<file path="config.mk">
export PLATFORM = sky130hd
export DESIGN_NAME = rbf_frame
export DESIGN_NICKNAME = d
export VERILOG_FILES = /design/src/rbf_pkg.sv /design/src/rbf_fifo.sv /design/src/rbf_frame.sv
export VERILOG_INCLUDE_DIRS = /design/src
export SDC_FILE = /design/constraint.sdc
export NUM_CORES = 2
export LEC_CHECK = 0
export BUFFER_PORTS_ARGS = -buffer_cell sky130_fd_sc_hd__clkbuf_2
export CAP_MARGIN = 20
export CORE_ASPECT_RATIO = 1.1
export CORE_MARGIN = 2
export CORE_UTILIZATION = 30
export DETAILED_ROUTE_END_ITERATION = 8
export PLACE_DENSITY_LB_ADDON = 0.25
export SKIP_LAST_GASP = 1
export SLEW_MARGIN = 15
export SYNTH_ARGS = -nofsm -noshare
export SYNTH_HDL_FRONTEND = slang
export SYNTH_SLANG_ARGS = --single-unit
</file>
<file path="constraint.sdc">
create_clock -name clk_sys -period 70.6 [get_ports clk_sys]
set_clock_uncertainty 0.05 [all_clocks]
set_input_delay 21.18 -clock clk_sys [delete_from_list [all_inputs] [get_ports clk_sys]]
set_output_delay 21.18 -clock clk_sys [all_outputs]
set_load 0.05 [all_outputs]
</file>
<file path="src/rbf_regs.svh">
// constants of the baseband frame path: frame layout, spreading and crc figures
// assumes the includer wants plain `define macros, no code
`ifndef RBF_REGS_SVH
`define RBF_REGS_SVH

`define RBF_BUF_DEPTH    128
`define RBF_PRE_SYMS     4'd8
`define RBF_SFD_BYTE     8'ha7
`define RBF_CHIP_SEQ0    32'hd9c3522e
`define RBF_ODD_CHIPS    32'h55555555
`define RBF_CORR_THRESH  6'd28
`define RBF_CORR_MAX     6'd32
`define RBF_CRC_POLY     16'h8408
`define RBF_CRC_INIT     16'h0000
`define RBF_CRC_RESIDUE  16'h0000

`endif

</file>
<file path="src/rbf_pkg.sv">
// types shared by the baseband frame path
// assumes nothing of its surroundings
package rbf_pkg;

    typedef enum logic [1:0] {
        RBF_TX_IDLE,
        RBF_TX_PRE,
        RBF_TX_SFD,
        RBF_TX_DATA
    } rbf_tx_state_e;

    typedef enum logic [2:0] {
        RBF_RX_HUNT,
        RBF_RX_PRE,
        RBF_RX_SFD,
        RBF_RX_LEN,
        RBF_RX_DATA,
        RBF_RX_APP1,
        RBF_RX_APP2
    } rbf_rx_state_e;

endpackage

</file>
<file path="src/rbf_fifo.sv">
// first-in first-out byte store held in flip-flops, show-ahead read
// assumes one clock, synchronous active-low reset and a clock enable;
// a write when full or a read when empty is ignored
`timescale 1ns/100ps
module rbf_fifo #(
    parameter int WIDTH = 8,
    parameter int DEPTH = 128
) (
    input  wire logic             clk_sys,
    input  wire logic             rst_n,
    input  wire logic             ce,
    input  wire logic             wr_en,
    input  wire logic [WIDTH-1:0] wr_data,
    input  wire logic             rd_en,
    output logic      [WIDTH-1:0] rd_data,
    output logic                  full,
    output logic                  empty
);
    localparam int AW = $clog2(DEPTH);
    localparam int CW = $clog2(DEPTH + 1);

    logic [WIDTH-1:0] mem      [DEPTH];
    logic [WIDTH-1:0] next_mem [DEPTH];
    logic [AW-1:0]    wptr;
    logic [AW-1:0]    rptr;
    logic [CW-1:0]    cnt;
    logic [AW-1:0]    next_wptr;
    logic [AW-1:0]    next_rptr;
    logic [CW-1:0]    next_cnt;
    logic             do_wr;
    logic             do_rd;

    assign full    = (cnt == CW'(DEPTH));
    assign empty   = (cnt == '0);
    assign rd_data = mem[rptr];
    assign do_wr   = wr_en && !full;
    assign do_rd   = rd_en && !empty;

    // pointers wrap at depth, so depth need not be a power of two
    always_comb begin
        next_mem  = mem;
        next_wptr = wptr;
        next_rptr = rptr;
        next_cnt  = cnt;
        if (do_wr) begin
            next_mem[wptr] = wr_data;
            next_wptr      = (wptr == AW'(DEPTH - 1)) ? '0 : wptr + 1'b1;
        end
        if (do_rd) begin
            next_rptr = (rptr == AW'(DEPTH - 1)) ? '0 : rptr + 1'b1;
        end
        if (do_wr && !do_rd) begin
            next_cnt = cnt + 1'b1;
        end else if (do_rd && !do_wr) begin
            next_cnt = cnt - 1'b1;
        end
    end

    // storage is not reset, only the pointers and the count
    always_ff @(posedge clk_sys) begin
        if (ce) begin
            mem <= next_mem;
        end
        if (!rst_n) begin
            wptr <= '0;
            rptr <= '0;
            cnt  <= '0;
        end else if (ce) begin
            wptr <= next_wptr;
            rptr <= next_rptr;
            cnt  <= next_cnt;
        end
    end
endmodule

</file>
<file path="src/rbf_frame.sv">
// digital baseband frame path: transmit buffer, preamble and delimiter,
// chip spreading; receive despreading, byte sync, buffer, crc, link quality
// assumes chips in and out one per enabled clock, converters outside,
// and a processor that reads and writes bytes by strobes
`timescale 1ns/100ps
`include "rbf_regs.svh"
module rbf_frame #(
    parameter int DEPTH = `RBF_BUF_DEPTH
) (
    input  wire logic       clk_sys,
    input  wire logic       rst_n,
    input  wire logic       ce,
    input  wire logic       tx_wr,
    input  wire logic [7:0] tx_wdata,
    input  wire logic       tx_start,
    output logic            tx_full,
    output logic            tx_busy,
    output logic            tx_chip,
    output logic            tx_chip_valid,
    output logic            tx_underflow,
    input  wire logic       rx_en,
    input  wire logic       rx_chip,
    input  wire logic       rx_chip_valid,
    input  wire logic [7:0] rssi,
    input  wire logic [7:0] cca_thresh,
    input  wire logic       rx_rd,
    output logic      [7:0] rx_rdata,
    output logic            rx_rvalid,
    output logic            rx_avail,
    output logic            rx_overflow,
    output logic            crc_ok,
    output logic            frame_done,
    output logic            irq_sfd,
    output logic            irq_cca
);
    // chip c0 sits in bit 31; symbol k of 1..7 rotates symbol 0 by 4k chips,
    // symbols 8..15 invert the odd chips of 0..7
    function automatic logic [31:0] chip_seq(input logic [3:0] sym);
        logic [63:0] dbl;
        logic [31:0] seq;
        dbl = {`RBF_CHIP_SEQ0, `RBF_CHIP_SEQ0} >> (4 * sym[2:0]);
        seq = dbl[31:0];
        return sym[3] ? (seq ^ `RBF_ODD_CHIPS) : seq;
    endfunction

    // agreement count between a chip window and one symbol sequence
    function automatic logic [5:0] corr_score(input logic [31:0] win, input logic [3:0] sym);
        logic [31:0] diff;
        logic [5:0]  n;
        diff = ~(win ^ chip_seq(sym));
        n    = '0;
        for (int i = 0; i < 32; i++) begin
            n = n + {5'h00, diff[i]};
        end
        return n;
    endfunction

    // crc-16, reflected form, lsb first as bits go on air
    function automatic logic [15:0] crc_byte(input logic [15:0] crc, input logic [7:0] b);
        logic [15:0] c;
        c = crc;
        for (int i = 0; i < 8; i++) begin
            c = (c[0] ^ b[i]) ? ((c >> 1) ^ `RBF_CRC_POLY) : (c >> 1);
        end
        return c;
    endfunction

    // ---------------- transmit side ----------------
    rbf_pkg::rbf_tx_state_e tx_state;
    rbf_pkg::rbf_tx_state_e next_tx_state;
    logic [3:0]  cur_sym;
    logic [3:0]  next_cur_sym;
    logic [4:0]  chip_idx;
    logic [4:0]  next_chip_idx;
    logic [3:0]  sym_cnt;
    logic [3:0]  next_sym_cnt;
    logic        tx_half;
    logic        next_tx_half;
    logic [3:0]  tx_hold;
    logic [3:0]  next_tx_hold;
    logic [6:0]  tx_left;
    logic [6:0]  next_tx_left;
    logic        next_tx_underflow;
    logic        next_tx_chip;
    logic        next_tx_chip_valid;
    logic        tx_fetch;
    logic [31:0] cur_seq;
    logic        txf_pop;
    logic [7:0]  txf_data;
    logic        txf_full;
    logic        txf_empty;

    // transmit store is its own instance, never shared with receive
    rbf_fifo #(.WIDTH(8), .DEPTH(DEPTH)) u_txf (
        .clk_sys (clk_sys),
        .rst_n   (rst_n),
        .ce      (ce),
        .wr_en   (tx_wr),
        .wr_data (tx_wdata),
        .rd_en   (txf_pop),
        .rd_data (txf_data),
        .full    (txf_full),
        .empty   (txf_empty)
    );

    assign cur_seq = chip_seq(cur_sym);

    // symbol sequencer: preamble zeros, delimiter, then length and payload
    always_comb begin
        next_tx_state      = tx_state;
        next_cur_sym       = cur_sym;
        next_chip_idx      = chip_idx;
        next_sym_cnt       = sym_cnt;
        next_tx_half       = tx_half;
        next_tx_hold       = tx_hold;
        next_tx_left       = tx_left;
        next_tx_underflow  = tx_underflow;
        next_tx_chip       = 1'b0;
        next_tx_chip_valid = 1'b0;
        tx_fetch           = 1'b0;
        txf_pop            = 1'b0;
        case (tx_state)
            rbf_pkg::RBF_TX_IDLE: begin
                // a start with nothing buffered is ignored
                if (tx_start && !txf_empty) begin
                    next_tx_state     = rbf_pkg::RBF_TX_PRE;
                    next_cur_sym      = 4'h0;
                    next_chip_idx     = 5'h00;
                    next_sym_cnt      = 4'h0;
                    next_tx_underflow = 1'b0;
                end
            end
            default: begin
                next_tx_chip       = cur_seq[5'd31 - chip_idx];
                next_tx_chip_valid = 1'b1;
                next_chip_idx      = chip_idx + 5'd1;
                if (chip_idx == 5'd31) begin
                    case (tx_state)
                        rbf_pkg::RBF_TX_PRE: begin
                            if (sym_cnt == `RBF_PRE_SYMS - 4'd1) begin
                                next_tx_state = rbf_pkg::RBF_TX_SFD;
                                next_cur_sym  = 4'(`RBF_SFD_BYTE & 8'h0f);
                                next_tx_half  = 1'b1;
                            end else begin
                                next_sym_cnt = sym_cnt + 4'd1;
                            end
                        end
                        rbf_pkg::RBF_TX_SFD: begin
                            if (tx_half) begin
                                next_cur_sym = 4'(`RBF_SFD_BYTE >> 4);
                                next_tx_half = 1'b0;
                            end else begin
                                tx_fetch = 1'b1;
                            end
                        end
                        default: begin
                            if (tx_half) begin
                                next_cur_sym = tx_hold;
                                next_tx_half = 1'b0;
                            end else if (tx_left == 7'h00) begin
                                next_tx_state = rbf_pkg::RBF_TX_IDLE;
                            end else begin
                                tx_fetch = 1'b1;
                            end
                        end
                    endcase
                end
            end
        endcase
        // low nibble goes first; first byte after the delimiter is the length
        if (tx_fetch) begin
            if (txf_empty) begin
                next_tx_state     = rbf_pkg::RBF_TX_IDLE;
                next_tx_underflow = 1'b1;
            end else begin
                txf_pop       = 1'b1;
                next_tx_state = rbf_pkg::RBF_TX_DATA;
                next_cur_sym  = txf_data[3:0];
                next_tx_hold  = txf_data[7:4];
                next_tx_half  = 1'b1;
                next_tx_left  = (tx_state == rbf_pkg::RBF_TX_SFD) ? txf_data[6:0]
                                                                  : tx_left - 7'd1;
            end
        end
    end

    // transmit registers
    always_ff @(posedge clk_sys) begin
        if (!rst_n) begin
            tx_state      <= rbf_pkg::RBF_TX_IDLE;
            cur_sym       <= 4'h0;
            chip_idx      <= 5'h00;
            sym_cnt       <= 4'h0;
            tx_half       <= 1'b0;
            tx_hold       <= 4'h0;
            tx_left       <= 7'h00;
            tx_underflow  <= 1'b0;
            tx_chip       <= 1'b0;
            tx_chip_valid <= 1'b0;
        end else if (ce) begin
            tx_state      <= next_tx_state;
            cur_sym       <= next_cur_sym;
            chip_idx      <= next_chip_idx;
            sym_cnt       <= next_sym_cnt;
            tx_half       <= next_tx_half;
            tx_hold       <= next_tx_hold;
            tx_left       <= next_tx_left;
            tx_underflow  <= next_tx_underflow;
            tx_chip       <= next_tx_chip;
            tx_chip_valid <= next_tx_chip_valid;
        end
    end

    // ---------------- receive side ----------------
    rbf_pkg::rbf_rx_state_e rx_state;
    rbf_pkg::rbf_rx_state_e next_rx_state;
    logic [31:0] win;
    logic [31:0] next_win;
    logic [4:0]  rx_cnt;
    logic [4:0]  next_rx_cnt;
    logic        rx_half;
    logic        next_rx_half;
    logic [3:0]  rx_lo;
    logic [3:0]  next_rx_lo;
    logic [6:0]  rx_left;
    logic [6:0]  next_rx_left;
    logic [15:0] crc;
    logic [15:0] next_crc;
    logic [5:0]  corr_min;
    logic [5:0]  next_corr_min;
    logic        next_crc_ok;
    logic        next_frame_done;
    logic        next_irq_sfd;
    logic        next_rx_overflow;
    logic [3:0]  best_sym;
    logic [5:0]  best_score;
    logic [5:0]  sc;
    logic [7:0]  rx_byte;
    logic        rxf_push;
    logic [7:0]  rxf_wdata;
    logic        rxf_pop;
    logic [7:0]  rxf_data;
    logic        rxf_full;
    logic        rxf_empty;

    rbf_fifo #(.WIDTH(8), .DEPTH(DEPTH)) u_rxf (
        .clk_sys (clk_sys),
        .rst_n   (rst_n),
        .ce      (ce),
        .wr_en   (rxf_push),
        .wr_data (rxf_wdata),
        .rd_en   (rxf_pop),
        .rd_data (rxf_data),
        .full    (rxf_full),
        .empty   (rxf_empty)
    );

    assign next_win = rx_chip_valid ? {win[30:0], rx_chip} : win;

    // despreader: best of sixteen correlations over the newest 32 chips
    always_comb begin
        best_sym   = 4'h0;
        best_score = 6'h00;
        for (int s = 0; s < 16; s++) begin
            sc = corr_score(next_win, 4'(s));
            if (sc > best_score) begin
                best_sym   = 4'(s);
                best_score = sc;
            end
        end
    end

    assign rx_byte = {best_sym, rx_lo};

    // frame receiver; a weak symbol drops sync and abandons the frame
    always_comb begin
        next_rx_state    = rx_state;
        next_rx_cnt      = rx_cnt;
        next_rx_half     = rx_half;
        next_rx_lo       = rx_lo;
        next_rx_left     = rx_left;
        next_crc         = crc;
        next_corr_min    = corr_min;
        next_crc_ok      = crc_ok;
        next_rx_overflow = rx_overflow;
        next_frame_done  = 1'b0;
        next_irq_sfd     = 1'b0;
        rxf_push         = 1'b0;
        rxf_wdata        = rx_byte;
        case (rx_state)
            rbf_pkg::RBF_RX_HUNT: begin
                // chip alignment found on a strong preamble symbol
                if (rx_chip_valid && best_sym == 4'h0 && best_score >= `RBF_CORR_THRESH) begin
                    next_rx_state = rbf_pkg::RBF_RX_PRE;
                    next_rx_cnt   = 5'h00;
                end
            end
            rbf_pkg::RBF_RX_APP1: begin
                rxf_wdata     = rssi;
                rxf_push      = 1'b1;
                next_rx_state = rbf_pkg::RBF_RX_APP2;
            end
            rbf_pkg::RBF_RX_APP2: begin
                rxf_wdata       = {crc == `RBF_CRC_RESIDUE, 1'b0, corr_min};
                rxf_push        = 1'b1;
                next_crc_ok     = (crc == `RBF_CRC_RESIDUE);
                next_frame_done = 1'b1;
                next_rx_state   = rbf_pkg::RBF_RX_HUNT;
            end
            default: begin
                if (rx_chip_valid) begin
                    next_rx_cnt = rx_cnt + 5'd1;
                end
                if (rx_chip_valid && rx_cnt == 5'd31) begin
                    if (best_score < `RBF_CORR_THRESH) begin
                        next_rx_state = rbf_pkg::RBF_RX_HUNT;
                    end else if (rx_state == rbf_pkg::RBF_RX_PRE) begin
                        if (best_sym == (`RBF_SFD_BYTE & 8'h0f)) begin
                            next_rx_state = rbf_pkg::RBF_RX_SFD;
                        end else if (best_sym != 4'h0) begin
                            next_rx_state = rbf_pkg::RBF_RX_HUNT;
                        end
                    end else if (rx_state == rbf_pkg::RBF_RX_SFD) begin
                        if (best_sym == (`RBF_SFD_BYTE >> 4)) begin
                            next_rx_state    = rbf_pkg::RBF_RX_LEN;
                            next_irq_sfd     = 1'b1;
                            next_rx_half     = 1'b0;
                            next_crc         = `RBF_CRC_INIT;
                            next_corr_min    = `RBF_CORR_MAX;
                            next_rx_overflow = 1'b0;
                        end else begin
                            next_rx_state = rbf_pkg::RBF_RX_HUNT;
                        end
                    end else begin
                        if (best_score < corr_min) begin
                            next_corr_min = best_score;
                        end
                        if (!rx_half) begin
                            next_rx_lo   = best_sym;
                            next_rx_half = 1'b1;
                        end else begin
                            // byte complete: store it, a full buffer drops it
                            next_rx_half     = 1'b0;
                            rxf_push         = 1'b1;
                            next_rx_overflow = rx_overflow | rxf_full;
                            if (rx_state == rbf_pkg::RBF_RX_LEN) begin
                                next_rx_left  = rx_byte[6:0];
                                next_rx_state = (rx_byte[6:0] == 7'h00) ? rbf_pkg::RBF_RX_APP1
                                                                        : rbf_pkg::RBF_RX_DATA;
                            end else begin
                                next_crc     = crc_byte(crc, rx_byte);
                                next_rx_left = rx_left - 7'd1;
                                if (rx_left == 7'd1) begin
                                    next_rx_state = rbf_pkg::RBF_RX_APP1;
                                end
                            end
                        end
                    end
                end
            end
        endcase
        // leaving receive mode abandons any frame in progress, events included
        if (!rx_en) begin
            next_rx_state   = rbf_pkg::RBF_RX_HUNT;
            rxf_push        = 1'b0;
            next_irq_sfd    = 1'b0;
            next_frame_done = 1'b0;
            next_crc_ok     = crc_ok;
        end
    end

    // receive registers
    always_ff @(posedge clk_sys) begin
        if (!rst_n) begin
            rx_state    <= rbf_pkg::RBF_RX_HUNT;
            win         <= 32'h00000000;
            rx_cnt      <= 5'h00;
            rx_half     <= 1'b0;
            rx_lo       <= 4'h0;
            rx_left     <= 7'h00;
            crc         <= `RBF_CRC_INIT;
            corr_min    <= `RBF_CORR_MAX;
            crc_ok      <= 1'b0;
            frame_done  <= 1'b0;
            irq_sfd     <= 1'b0;
            rx_overflow <= 1'b0;
        end else if (ce) begin
            rx_state    <= next_rx_state;
            win         <= next_win;
            rx_cnt      <= next_rx_cnt;
            rx_half     <= next_rx_half;
            rx_lo       <= next_rx_lo;
            rx_left     <= next_rx_left;
            crc         <= next_crc;
            corr_min    <= next_corr_min;
            crc_ok      <= next_crc_ok;
            frame_done  <= next_frame_done;
            irq_sfd     <= next_irq_sfd;
            rx_overflow <= next_rx_overflow;
        end
    end

    // ---------------- processor side ----------------
    logic [7:0] next_rx_rdata;
    logic       next_rx_rvalid;
    logic       next_irq_cca;

    // status flags lag the buffers by one cycle; writes into a full buffer are lost
    assign rxf_pop = rx_rd && !rxf_empty;
    always_comb begin
        next_rx_rdata  = rx_rdata;
        next_rx_rvalid = 1'b0;
        if (rxf_pop) begin
            next_rx_rdata  = rxf_data;
            next_rx_rvalid = 1'b1;
        end
        next_irq_cca = rx_en && (rssi < cca_thresh);
    end

    always_ff @(posedge clk_sys) begin
        if (!rst_n) begin
            rx_rdata  <= 8'h00;
            rx_rvalid <= 1'b0;
            rx_avail  <= 1'b0;
            tx_full   <= 1'b0;
            tx_busy   <= 1'b0;
            irq_cca   <= 1'b0;
        end else if (ce) begin
            rx_rdata  <= next_rx_rdata;
            rx_rvalid <= next_rx_rvalid;
            rx_avail  <= !rxf_empty;
            tx_full   <= txf_full;
            // busy also spans the last chip, which leaves after the state goes idle
            tx_busy   <= (next_tx_state != rbf_pkg::RBF_TX_IDLE) || next_tx_chip_valid;
            irq_cca   <= next_irq_cca;
        end
    end
endmodule

</file>
==> summary.md <==
| Metric | Value |
|---|---|
| CP endpoint kind | `register` |
| Area of the mapped netlist | `103500 µm²` |
| Nets | `6974` |
| Crit path DAT | `57.52 ns` |
| Largest net degree at the start of global routing | `118` |
| Full die area | `349700 µm²` |
| Starting Density | `30.10%` |
| Total CTS buffers | `231` |
| Crit start category | `input pin` |
| Area Overhead vs Synth | `12.88%` |
| Fin. max-slew vios | `0` |
| Critical path's slowest cell | `or4_1` |
| RSZ-0062 raised after global routing | `no` |
| Worst Setup Path Type | `in2reg` |
| Max-Cap Viols | `0` |
| Clock slew at reported path FFs | `0.06 ns` |
| Syn Inst Count | `6353` |
| CP dominant cell by count | `ha_1` |
| Core ar. | `343900 µm²` |
| CTS Sinks | `2213` |
| Fin. Hold Viols | `0` |
| R2R depth | `134` |
| HP Start | `win[31]` |
| Final wirelength | `265500 µm` |
| Max Clk Rate | `17.51 MHz` |
| Avg Vias per Cell | `4.999` |
| Hold depth | `2` |
| Grt total ovfl | `0` |
| Minimum clock period | `57.11 ns` |
| Setup Buffers After CTS | `0` |
| Max-slew headroom | `23.67%` |
| Tightest Pin Transition | `1.145 ns` |
| Seq/Total Area, Yosys | `62.61%` |
| Cell Rows | `226` |
| Number of synthesized register bits | `2213` |
| R2R Setup Slk | `34.21 ns` |
| Residual DRC count | `0` |
| GRT Total Usage | `15.03%` |
| Hold_buf cts | `0` |
| Syn Area/Cell | `16.29 µm²` |
| CP Max Fanout | `36` |
| Worst R2R Start | `win[4]` |
| Dpl hpwl | `172500 µm` |
| Share of layout cells above drive strength 1 | `17.98%` |
| Initial antenna violation count | `6` |
| Drt wl/cell | `23.76 µm` |
| Vias in the first global route | `57922` |
| Status | `finished, final reports clean` |
| # setup viols final | `0` |
| Synth Flop Type | `edfxtp_1` |
| Die height | `620.1 µm` |
| PortBufs | `52` |
| First-iteration detailed-routing DRC count | `4386` |
| Crit path launch | `rx_chip_valid` |
| Reg2reg end | `u_rxf.mem[1023]` |
| Resize count post-CTS | `0` |
| FFs w/ async S/R, synth | `0%` |
| Largest stage delay, worst path | `0.74 ns` |
| Clk_lat worst skew | `0.92 ns` |
| Min-Delay Path Class | `reg2reg` |
| Yosys cell types | `118` |
| Post-synth EDFFs | `2048` |
| H-tree level count | `4` |
| Synthesized Nets | `6899` |
| Period utilization | `80.89%` |
| Drt first pass iters | `6` |
| Endpoint, Worst Hold | `win[31]` |
| IO Pins | `53` |
| CTS tree | `done` |
| Die X | `564.1 µm` |
| CP required | `71.01 ns` |
| Ys Warns | `0` |
| CTS root buffer | `clkbuf_16` |
| Global-route wire length before repair | `394800 µm` |
| Total vias in the final route | `55870` |
| RD Place Congestion | `0.8631` |
| Max Buffers Root-to-Sink | `4` |
| Setup TNS | `0 ns` |
| Post-DRT Antenna Nets | `0` |
cells by family after synthesis:
kind of cell,share of synthesized area (%)
flip-flops,62.61
buffers and inverters,2.685
adder cells (fa/ha/maj),8.435
XOR/XNOR,1.159
multiplexers,14.58
AO/OA/AOI/OAI,5.689
AND/OR/NAND/NOR,4.841
stage by stage:
step	area, µm²	utilization, %	setup WS (ns)	std cells	hold slack (ns)
after global placement	109200	31.75	13.61	10753	0.3967
after global routing	116800	33.98	10.86	11175	0.4331
after floorplan	103500	-	16.81	6353	0.3738
after detailed placement	109200	31.75	12.92	10754	0.4093
final	116800	33.98	13.49	11177	0.4124
after CTS	116800	33.97	13.73	11172	0.4200
cell type report:
cell class                      count  area [µm²]
Clock buffer                      295        6213
Clock inverter                    123        1400
Inverter                          427        1605
Fill cell                       32841      227000
Sequential cell                  2213       64840
Timing Repair Buffer              135       967.2
Tap cell                         4560        5705
Antenna cell                        4       10.01
Multi-Input combinational cell   3420       36100
Yosys cell counts, drive strengths merged (11+ instances only):
library cell,n,area (µm²)
a211oi,100,770.7
a21o,54,405.4
a21oi,275,1384
a22oi,18,140.1
a311oi,11,113.9
a31oi,17,118.9
and2,27,168.9
and3,20,125.1
buf,91,417.9
clkbuf,202,758.2
dfxtp,165,3303
edfxtp,2048,61500
fa,304,6086
ha,209,2615
inv,424,1592
mux2,48,540.5
mux2i,169,1695
mux4,571,12860
nand2,259,974.7
nand2b,42,262.8
nand3,66,330.3
nand3b,11,82.58
nand4,26,162.7
nor2,488,1857
nor2b,48,300.3
nor3,32,181.4
nor4,22,158.9
o211ai,19,161.4
o21a,27,202.7
o21ai,161,828.3
o221ai,35,312.8
o22ai,58,362.9
or2,12,75.07
or3,15,98.84
xnor2,91,797.0
xor2,46,402.9
flip-flops by register name (all words and copies together), names as in the netlist, 8 cells and up:
name       cells
u_rxf.mem   1024
u_txf.mem   1024
win           32
crc           16
rx_rdata       8
u_rxf.cnt      8
u_txf.cnt      8
critical path: cells and delay by family:
family,cells,cell delay (ns)
AO/OA/AOI/OAI,53,12.89
adder cells (fa/ha/maj),24,8.82
AND/OR/NAND/NOR,39,9.12
buffers and inverters,14,3.00
multiplexers,6,2.42
placed cells by master (no fill, tap or decap), drive strengths merged, types with 17 or more instances in the layout:
master,count
mux2i,169
a31oi,17
inv,427
nor4,22
and3,20
a22oi,18
and2,27
xnor2,91
nand4,26
a211oi,100
nor3,32
clkbuf,338
dfxtp,165
nor2b,48
mux2,48
fa,304
nand2,259
o21a,27
o22ai,58
clkinv,84
a21oi,275
o21ai,161
xor2,46
mux4,571
ha,209
bufinv,28
edfxtp,2048
nand3,66
o211ai,19
nor2,488
a21o,54
buf,92
nand2b,42
o221ai,35
worst max-delay path by stage:
stage | cells after the start | end
3_5_place_dp | 137 | u_rxf.mem[1022]
4_1_cts | 137 | u_rxf.mem[1023]
5_1_grt | 149 | u_rxf.cnt[7]
3_3_place_gp | 138 | u_rxf.mem[818]
6_report | 136 | u_rxf.mem[1023]
2_1_floorplan | 140 | u_rxf.mem[1007]
metal layers:
metal / vias up / wire, µm / global-route usage [%]
met5: - / 13 / 0
met4: 2 / 6267 / 3.780
met3: 351 / 9813 / 1.613
met2: 1217 / 133300 / 25.94
met1: 29626 / 116100 / 20.16
li1: 24674 / - / -
Power is left out: the tool's default activity adds up to more than one toggle a clock period on the data nets, which glitch-free logic cannot reach.
